**src/hdl/itod_pkg.sv**
```systemverilog
// Package: constants and state type of the interval timer and time-of-day block
package itod_pkg;

   localparam int unsigned ADDR_W = 8;

   // Register byte offsets
   localparam logic [7:0] TIMER_OFS     = 8'h00;
   localparam logic [7:0] CTRL_OFS      = 8'h04;
   localparam logic [7:0] EVT_OFS       = 8'h08;
   localparam logic [7:0] EVT_MASK_OFS  = 8'h0c;
   localparam logic [7:0] INT_CODE_OFS  = 8'h10;
   localparam logic [7:0] SET_HI_OFS    = 8'h14;
   localparam logic [7:0] SET_LO_OFS    = 8'h18;
   localparam logic [7:0] TOD_CMD_OFS   = 8'h1c;
   localparam logic [7:0] STORE_HI_OFS  = 8'h20;
   localparam logic [7:0] STORE_LO_OFS  = 8'h24;

   // Field positions
   localparam int unsigned CTRL_EXT_MASK_BIT = 0;
   localparam int unsigned CTRL_TMR_MASK_BIT = 1;
   localparam int unsigned EVT_TMR_NEG_BIT   = 0;
   localparam int unsigned EVT_SET_REF_BIT   = 1;
   localparam int unsigned CMD_SET_BIT       = 0;
   localparam int unsigned CMD_STORE_BIT     = 1;
   localparam int unsigned STAT_VALID_BIT    = 0;
   localparam int unsigned STAT_TMR_SW_BIT   = 1;
   localparam int unsigned STAT_TOD_SW_BIT   = 2;
   localparam int unsigned CODE_TMR_BIT      = 7;
   localparam int unsigned EVT_W             = 2;

   // Arithmetic units: bit 23 and bit 51 counted from the most significant end
   localparam logic [31:0] TIMER_UNIT    = 32'h0000_0100;
   localparam logic [63:0] TOD_UNIT      = 64'h0000_0000_0000_1000;
   localparam logic [63:0] TOD_KEEP_MASK = 64'hffff_ffff_ffff_f000;

   // Reset values
   localparam logic [31:0] TIMER_RST    = 32'h0000_0000;
   localparam logic [EVT_W-1:0] EVT_RST = 2'h0;

   // Timing
   localparam int unsigned CLK_PERIOD_NS   = 50;
   localparam int unsigned TIMER_PERIOD_NS = 3300000;
   localparam int unsigned TOD_PERIOD_NS   = 1000;
   localparam int unsigned TIMER_TICK_CYCLES = TIMER_PERIOD_NS / CLK_PERIOD_NS;
   localparam int unsigned TOD_TICK_CYCLES   = TOD_PERIOD_NS / CLK_PERIOD_NS;
   localparam int unsigned TICK_CNT_W = 17;
   localparam int unsigned US_CNT_W   = 5;

   typedef struct packed {
      logic [31:0]           timer;
      logic [TICK_CNT_W-1:0] tick_cnt;
      logic [US_CNT_W-1:0]   us_cnt;
      logic [63:0]           time_of_day;
      logic                  tod_valid;
      logic                  ext_mask;
      logic                  tmr_mask;
      logic [EVT_W-1:0]      evt;
      logic [EVT_W-1:0]      evt_mask;
      logic                  code_tmr;
      logic [31:0]           set_hi;
      logic [31:0]           set_lo;
      logic [31:0]           store_hi;
      logic [31:0]           store_lo;
      logic [31:0]           prdata;
      logic                  pslverr;
      logic                  tmr_sw_meta;
      logic                  tmr_sw;
      logic                  tod_sw_meta;
      logic                  tod_sw;
   } itod_state_t;

endpackage

```
**src/hdl/itod_timer_clock.sv**
```systemverilog
// Module: interval timer word and time-of-day counter behind an APB slave
//
// Added by the designer: the address map and the APB slave port.
`timescale 1ns/10ps
`default_nettype none

// Function
// RULE_01 - Decrement timer bit 23 every 3.3 ms
// RULE_02 - Positive-to-negative request, gated by two masks
// RULE_03 - Taken timer request sets code bit
// RULE_04 - Only upper 24 timer bits count
// RULE_05 - Written timer value decrements right after
// RULE_06 - Disabled switch: timer word plain storage
// RULE_07 - 64-bit counter adds at bit 51 per microsecond
// RULE_08 - Set discards operand bits 52 to 63
// RULE_09 - Stored value has bits 52-63 zero
// RULE_10 - Set acts only with panel switch enabled
// RULE_11 - Set replaces whole counter with operand
// RULE_12 - Store copies counter to storage doubleword
// RULE_13 - Counter ignores system reset and stops
// RULE_14 - Diagnostic test or power-off invalidates counter
// RULE_15 - Counting starts only after a set
// RULE_16 - Timer mask survives system reset
// RULE_17 - Decrement borrows upward, low bits untouched
// RULE_18 - Counter wraps silently on overflow
module itod_timer_clock #(
   parameter int unsigned TIMER_TICK = itod_pkg::TIMER_TICK_CYCLES
) (
   input  wire logic                        pclk,
   input  wire logic                        presetn,
   input  wire logic                        psel,
   input  wire logic                        penable,
   input  wire logic                        pwrite,
   input  wire logic [itod_pkg::ADDR_W-1:0] paddr,
   input  wire logic [31:0]                 pwdata,
   output logic      [31:0]                 prdata,
   output logic                             pready,
   output logic                             pslverr,
   input  wire logic                        timer_switch_normal,
   input  wire logic                        clock_set_panel_switch,
   input  wire logic                        system_reset,
   input  wire logic                        time_of_day_diag,
   output logic                             irq
);

   localparam int unsigned EVT_W_L      = itod_pkg::EVT_W;
   localparam int unsigned TICK_CNT_W_L = itod_pkg::TICK_CNT_W;
   localparam int unsigned US_CNT_W_L   = itod_pkg::US_CNT_W;

   itod_pkg::itod_state_t q;
   itod_pkg::itod_state_t n;

   logic        setup;
   logic        wr;
   logic        mapped;
   logic        timer_tick;
   logic        us_tick;
   logic        neg_ev;
   logic        refused_ev;
   logic        irq_tmr;
   logic        irq_ref;
   logic        set_cmd;
   logic        store_cmd;
   logic        wr_timer;
   logic [31:0] timer_dec;
   logic [31:0] rd_val;
   logic [EVT_W_L-1:0] evt_clr;

   // Zero wait states; every access completes in its first access cycle
   assign pready  = 1'b1;
   assign prdata  = q.prdata;
   assign pslverr = q.pslverr;
   assign irq     = irq_tmr | irq_ref;

   always_comb
   begin
      n          = q;
      setup      = psel & ~penable;
      wr         = psel & penable & pwrite;
      timer_tick = 1'b0;
      us_tick    = 1'b0;
      neg_ev     = 1'b0;
      refused_ev = 1'b0;
      set_cmd    = 1'b0;
      store_cmd  = 1'b0;
      wr_timer   = 1'b0;
      evt_clr    = '0;
      rd_val     = 32'h0000_0000;
      mapped     = 1'b1;

      // Panel switches are asynchronous to pclk
      n.tmr_sw_meta = timer_switch_normal;
      n.tmr_sw      = q.tmr_sw_meta;
      n.tod_sw_meta = clock_set_panel_switch;
      n.tod_sw      = q.tod_sw_meta;

      // Prescalers run free so a timer write never shifts the tick phase
      timer_tick = (q.tick_cnt == TICK_CNT_W_L'(TIMER_TICK - 1));
      n.tick_cnt = timer_tick ? '0 : q.tick_cnt + 1'b1;
      us_tick    = (q.us_cnt == US_CNT_W_L'(itod_pkg::TOD_TICK_CYCLES - 1));
      n.us_cnt   = us_tick ? '0 : q.us_cnt + 1'b1;

      // Interval timer word
      timer_dec = q.timer - itod_pkg::TIMER_UNIT; // see RULE_17
      if (q.tmr_sw && timer_tick) // see RULE_01
      begin
         n.timer = {timer_dec[31:8], q.timer[7:0]}; // see RULE_04
         neg_ev  = ~q.timer[31] & timer_dec[31]; // see RULE_02
      end
      wr_timer = wr && (paddr == itod_pkg::TIMER_OFS);
      if (wr_timer)
      begin
         // A write beats a coinciding tick; counting resumes on the next tick
         n.timer = pwdata; // see RULE_05 see RULE_06
      end

      // Time-of-day counter; system_reset deliberately not used here
      if (q.tod_valid && us_tick) // see RULE_15 see RULE_13
      begin
         n.time_of_day = q.time_of_day + itod_pkg::TOD_UNIT; // see RULE_07 see RULE_18
      end

      // Register writes
      if (wr)
      begin
         case (paddr)
            itod_pkg::CTRL_OFS:
            begin
               n.ext_mask = pwdata[itod_pkg::CTRL_EXT_MASK_BIT];
               n.tmr_mask = pwdata[itod_pkg::CTRL_TMR_MASK_BIT];
            end
            itod_pkg::EVT_OFS:      evt_clr    = pwdata[EVT_W_L-1:0];
            itod_pkg::EVT_MASK_OFS: n.evt_mask = pwdata[EVT_W_L-1:0];
            itod_pkg::SET_HI_OFS:   n.set_hi   = pwdata;
            itod_pkg::SET_LO_OFS:   n.set_lo   = pwdata;
            itod_pkg::TOD_CMD_OFS:
            begin
               set_cmd   = pwdata[itod_pkg::CMD_SET_BIT];
               store_cmd = pwdata[itod_pkg::CMD_STORE_BIT];
            end
            default:                n.set_lo   = q.set_lo;
         endcase
      end

      // Store samples the counter before any set in the same write
      if (store_cmd)
      begin
         {n.store_hi, n.store_lo} = q.time_of_day & itod_pkg::TOD_KEEP_MASK; // see RULE_12 see RULE_09
      end
      if (set_cmd)
      begin
         if (q.tod_sw) // see RULE_10
         begin
            n.time_of_day       = {q.set_hi, q.set_lo} & itod_pkg::TOD_KEEP_MASK; // see RULE_11 see RULE_08
            n.tod_valid = 1'b1; // see RULE_15
         end
         else
         begin
            refused_ev = 1'b1;
         end
      end

      // The diagnostic test destroys the value and stops counting
      if (time_of_day_diag)
      begin
         n.time_of_day       = 64'h0000_0000_0000_0000; // see RULE_14
         n.tod_valid = 1'b0; // see RULE_14
      end

      // System reset drops the master mask only
      if (system_reset)
      begin
         n.ext_mask = 1'b0; // see RULE_16
      end

      // Interrupt requests; the timer source needs both masks
      irq_tmr = q.evt[itod_pkg::EVT_TMR_NEG_BIT] & q.evt_mask[itod_pkg::EVT_TMR_NEG_BIT]
                & q.ext_mask & q.tmr_mask; // see RULE_02
      irq_ref = q.evt[itod_pkg::EVT_SET_REF_BIT] & q.evt_mask[itod_pkg::EVT_SET_REF_BIT];

      // Sticky events: a set in the same cycle outweighs the clear
      n.evt = (q.evt & ~evt_clr)
              | {refused_ev, neg_ev};
      // Clearing the event withdraws the request, so the code must not re-arm from it
      n.code_tmr = (q.code_tmr | irq_tmr) & ~evt_clr[itod_pkg::EVT_TMR_NEG_BIT]; // see RULE_03

      // Read data is captured in the setup cycle and held through access
      case (paddr)
         itod_pkg::TIMER_OFS:    rd_val = q.timer;
         itod_pkg::CTRL_OFS:
         begin
            rd_val[itod_pkg::CTRL_EXT_MASK_BIT] = q.ext_mask;
            rd_val[itod_pkg::CTRL_TMR_MASK_BIT] = q.tmr_mask;
         end
         itod_pkg::EVT_OFS:      rd_val[EVT_W_L-1:0] = q.evt;
         itod_pkg::EVT_MASK_OFS: rd_val[EVT_W_L-1:0] = q.evt_mask;
         itod_pkg::INT_CODE_OFS: rd_val[itod_pkg::CODE_TMR_BIT] = q.code_tmr;
         itod_pkg::SET_HI_OFS:   rd_val = q.set_hi;
         itod_pkg::SET_LO_OFS:   rd_val = q.set_lo;
         itod_pkg::TOD_CMD_OFS:
         begin
            rd_val[itod_pkg::STAT_VALID_BIT]  = q.tod_valid;
            rd_val[itod_pkg::STAT_TMR_SW_BIT] = q.tmr_sw;
            rd_val[itod_pkg::STAT_TOD_SW_BIT] = q.tod_sw;
         end
         itod_pkg::STORE_HI_OFS: rd_val = q.store_hi;
         itod_pkg::STORE_LO_OFS: rd_val = q.store_lo;
         default:                mapped = 1'b0;
      endcase
      if (setup)
      begin
         n.prdata  = mapped ? rd_val : 32'h0000_0000;
         n.pslverr = ~mapped;
      end
   end

   // presetn stands for power-on; it and time_of_day_diag are the only things that clear the counter
   always_ff @(posedge pclk or negedge presetn)
   begin
      if (!presetn)
      begin
         q           <= '0;
         q.timer     <= itod_pkg::TIMER_RST;
         q.evt       <= itod_pkg::EVT_RST;
      end
      else
      begin
         q <= n;
      end
   end
endmodule // itod_timer_clock

`default_nettype wire

```
**config.mk**
```make
export PLATFORM = sky130hd
export DESIGN_NAME = itod_timer_clock
export DESIGN_NICKNAME = d
export VERILOG_FILES = /design/src/hdl/itod_pkg.sv /design/src/hdl/itod_timer_clock.sv
export SDC_FILE = /design/constraint.sdc
export NUM_CORES = 1
export LEC_CHECK = 0
export ABC_AREA = 1
export ABC_CLOCK_PERIOD_IN_PS = 4100
export BUFFER_PORTS_ARGS = -buffer_cell sky130_fd_sc_hd__buf_2
export CAP_MARGIN = 20
export CORE_MARGIN = 4
export CORE_UTILIZATION = 45
export DETAILED_ROUTE_END_ITERATION = 8
export GPL_TIMING_DRIVEN = 1
export PLACE_DENSITY = 0.68
export SYNTH_ARGS = -nofsm -noshare
export SYNTH_HDL_FRONTEND = slang
export SYNTH_SLANG_ARGS = --single-unit
```
**constraint.sdc**
```tcl
create_clock -name pclk -period 4.1 [get_ports pclk]
set_clock_uncertainty 0.1 [all_clocks]
set_input_delay 0.41 -clock pclk [delete_from_list [all_inputs] [get_ports pclk]]
set_output_delay 0.41 -clock pclk [all_outputs]
set_load 0.02 [all_outputs]
```
---- Yosys cells after proc, flatten, opt, wreduce, memory -nomap -nowiden ----
Cells that the tools add are included.
W data, S select, Z words.
word-level totals
  register bits after elaboration ......... 279
  latch bits .............................. 0
  RAM bits ................................ 0
  ROM bits ................................ 0
  output and inout bits ................... 35
  memories kept ........................... 0
operators by class
  $add $sub $neg .......................... 4
  $mul .................................... 0
  divide/modulo/power cells ............... 0
  order comparisons ....................... 0
  equal/unequal tests ..................... 11
  shifts and indexed selects .............. 0
  muxes and demuxes ....................... 27
  bitwise logic cells ..................... 18
  reductions and logical operators ........ 16
operators by type and width
  operator                  number
  $mux W65                  3
  $pmux W24 S5              1
  $mux W32                  3
  $add A64 B13 Y64 const B  1
  $mux W64                  1
  $eq A8 B5 Y1 const B      4
  $sub A32 B9 Y32 const B   1
  $add A17 B1 Y17 const B   1
  $eq A17 B17 Y1 const B    1
  $mux W17                  1
  $eq A8 B4 Y1 const B      2
  $eq A8 B6 Y1 const B      2
  $pmux W2 S8               1
  $pmux W4 S4               1
  $reduce_and A2 Y1         6
  $pmux W1 S5               2
  $reduce_bool A2 Y1        5
  $reduce_or A10 Y1         1
  $and A1 B1 Y1             9
  $mux W1                   9
  $eq A8 B3 Y1 const B      1
  $logic_not A8 Y1          1
  $mux W2                   4
  $add A5 B1 Y5 const B     1
  8 further kinds           14

---- Depth between registers and ports, before layout ----
  depth after elaboration ................. 6
  depth in mapped cells ................... 13
  gate-level depth less buffers ........... 12

---- Least setup slack after synthesis ----
OpenSTA, ideal clock, no wires.
  kind .................................... flip-flop to flip-flop
  start ................................... register q[237] in the netlist's numbering
  end ..................................... register q[217] in the netlist's numbering
  library setup time ...................... 0.114 ns
  arrival time ............................ 1.600 ns
  setup slack ............................. 2.286 ns
  stages on the path, launching flop included .. 14
  clock period less this slack ............ 1.814 ns
  cells stage by stage .................... dfrtp_1 > ha_1 > nand2_1 > inv_1 > nand3_4 > nor2_4 > nand2_4 > nor2_8 > buf_6 > nand2_1 > nand2_1 > nand3_1 > nand3_1 > inv_1
RTL lines
  what                      RTL line                 RTL
  start: declaration        itod_timer_clock.sv:50   itod_pkg::itod_state_t q;
  start signal: assignment  itod_timer_clock.sv:228  q <= n;

==> out/results.ini <==
[run_status]
status = finished, final reports clean

[logic_synthesis]
synth_common_cells = nand2_1, dfrtp_1, inv_1, o21ai_0, nand3_1
netlist.area_leader.share = 0.470
yosysTopAreaCell = dfrtp_1
synth.avg_cell_area_um2 = 7.52
netlist-cell-type-count = 44
ys_seq_area_frac = 0.470
yosys_warnings = 0
syn_inst = 1890
syn_area_mm2 = 0.0142
netlist_top_cells_area = dfrtp_1, nand2_1, o21ai_0
synth-edff-count = 0
synthArstFlopShare = 1.00
synth_fp_nets = 1944
synth-seq-cells = 267
ys.flop_type = dfrtp_1
synth_most_common_cell = nand2_1

[drt]
wl_um = 42700
wl_per_cell_um = 18.2
drc = 0
drt_iter0_drc = 1194
drt_first_pass_iters = 6
ant_nets = 0
vias = 12700
avgViaCountPerCell = 5.42

[sta]
fin_crit_ps = 2320
tightestPinTransition_ps = 877
relSlewSlack = 0.415
rsz0062_at_grt = no
setup_viol = 0
hold_viol = 0
fin_crit_sh = 0.566
slew_viol_final = 0
fin_setup_tns_ps = 0
fmax_ghz = 0.431
whs_ps = 15.6

[finish]
antenna-diode-count = 0
area_growth_pct = 11.9
layout-drive-gt1-share = 0.0994
final.fill_count = 3046
regArea_mm2 = 0.00668
multi_input_area_mm2 = 0.00611
instances_no_fill = 2347
final_util = 0.514
layout.nets = 1985

[global_route]
grt_use_total = 0.249
grt_pass1_wl_um = 67700
antenna_found_initial = 0
grt_max_degree = 85
first_global_vias = 12100
overflow = 0

[worst_setup_path]
r2r-end = q[226]
worstReg2RegStart = q[237]
crit_required_ps = 4440
crit_buf_inv = 2
cp_common_cell = nand2_1
r2r_slack_ps = 1780
critPathSlowestCell = dfrtp_1
startpoint = q[237]
cp-start-kind = flop
max_stage_delay_ps = 370
arrival_ps = 2670
reg2reg_depth = 12
crit_path_end_kind = flop
path_max_fanout = 10
worstSetupPathType = reg -> reg
crit_family = simple AND/OR/NAND/NOR gates
path_cells = ha_1 > nand2_1 > inv_1 > nand3_4 > nor2_4 > nand3_1 > nor2_2 > nand2_1 > nand2_1 > nand3_1 > nand2_1 > inv_1

[floorplanning]
num_rows = 64
initial_core_util = 0.460
die_y_um = 186
die-width_um = 186
core_area_mm2 = 0.0309
die_area_mm2 = 0.0345
ios = 84

[clocking]
cts_tree = yes
cts.repair.resized = 0
clock-sinks = 267
clk_path_buf_depth = 3
cts_max_level = 1
clk_pin_slew_ps = 60
cts-root-buf = clkbuf_16
cts_inserted_buffers = 29
clk_latency_ps = 550
cts_setup_buffers = 0

[worst_hold_path]
hold_path.startpoint = pwdata[27]
hold_class = in -> reg
whs_path_depth = 3
whs_endpoint = q[286]

[place]
gp_congestion = 0.980
port_buffers = 82
place_inst = 2288
dp_hpwl_um = 30700

[power_and_ir_drop]
cellPowerDensity_mw_per_mm2 = 360
max-vdd-ir-drop_uv = 288
power.total_uw = 5730
leakagePower_uw = 0.00805

[job]
drv_cap = 0

==> area by class of cell <==
class,instances,area share
repair buffers,111,0.0436
clock buffers,40,0.0539
well taps,396,0.0312
inverters,236,0.0557
flip-flops and latches,267,0.420
multi-input cells,1286,0.384
clock inverters,11,0.0113
==> worst max-delay path by stage <==
stage,end,cells after the start
after detailed placement,q[194],9
after global placement,q[224],10
after global routing,q[286],9
after floorplan,q[217],13
final,q[226],12
after CTS,q[226],12
==> what timing repair did <==
action	4_1_cts	5_1_grt
endpoints found under the hold margin	84	0
setup endpoints to repair	0	0
hold buffers	7	0
==> power breakdown <==
group	internal, uW	total, uW	switching, uW
logic	57.2	213	156
clock network	1760	2840	1080
registers	2650	2670	19.0
==> cells by family after synthesis <==
| kind of cell | Yosys count | synth area share |
|---|---|---|
| adder cells (fa/ha/maj) | 5 | 0.00440 |
| flip-flops | 267 | 0.470 |
| AO/OA/AOI/OAI | 284 | 0.105 |
| other | 1 | 0.000264 |
| multiplexers | 4 | 0.00317 |
| AND/OR/NAND/NOR | 949 | 0.289 |
| buffers and inverters | 337 | 0.101 |
| XOR/XNOR | 43 | 0.0265 |
==> layout by cell type (no fill, tap or decap), types with 6 or more instances in the layout <==
master and instances:
buf_2 81, nor2_1 122, a21oi_1 25, inv_1 228, nor3_1 23, nor2_4 8, nand2_1 570, dlygate4sd3_1 7
clkbuf_8 9, xor2_1 40, clkinv_2 6, clkbuf_16 29, buf_4 19, inv_2 6, dfrtp_1 267, o21bai_1 11
nand3_1 162, o211ai_1 7, nor2_2 9, o21ai_0 196, o21ai_1 35, nand4_1 26
==> per-layer routing <==
| metal | track usage | share of wire |
|---|---|---|
| met1 | 0.360 | 0.44 |
| met2 | 0.390 | 0.45 |
| met3 | 0.0369 | 0.080 |
| met4 | 0.0734 | 0.032 |
| met5 | 0 | 0 |
==> worst register-to-register path: stages, from the launching register on <==
cell and delay (ps):
dfrtp_1 370, ha_1 210, nand2_1 70, inv_1 100
nand3_4 190, nor2_4 280, nand3_1 330, nor2_2 260
nand2_1 90, nand2_1 70, nand3_1 70, nand2_1 70
inv_1 40
==> flip-flops by register name (all words and copies together) (netlist names) <==
signal	flops
q	232
prdata	32
n	2
pslverr	1
==> stage by stage <==
| stage | area [um^2] | worst slack [ps] |
|---|---|---|
| 3_5_place_dp | 14800 | 1240 |
| 4_1_cts | 15900 | 1790 |
| 3_3_place_gp | 14800 | 1280 |
| 6_report | 15900 | 1780 |
| 5_1_grt | 15900 | 1660 |
| 2_1_floorplan | 14200 | 2290 |
(Power assumes the default switching activity.)
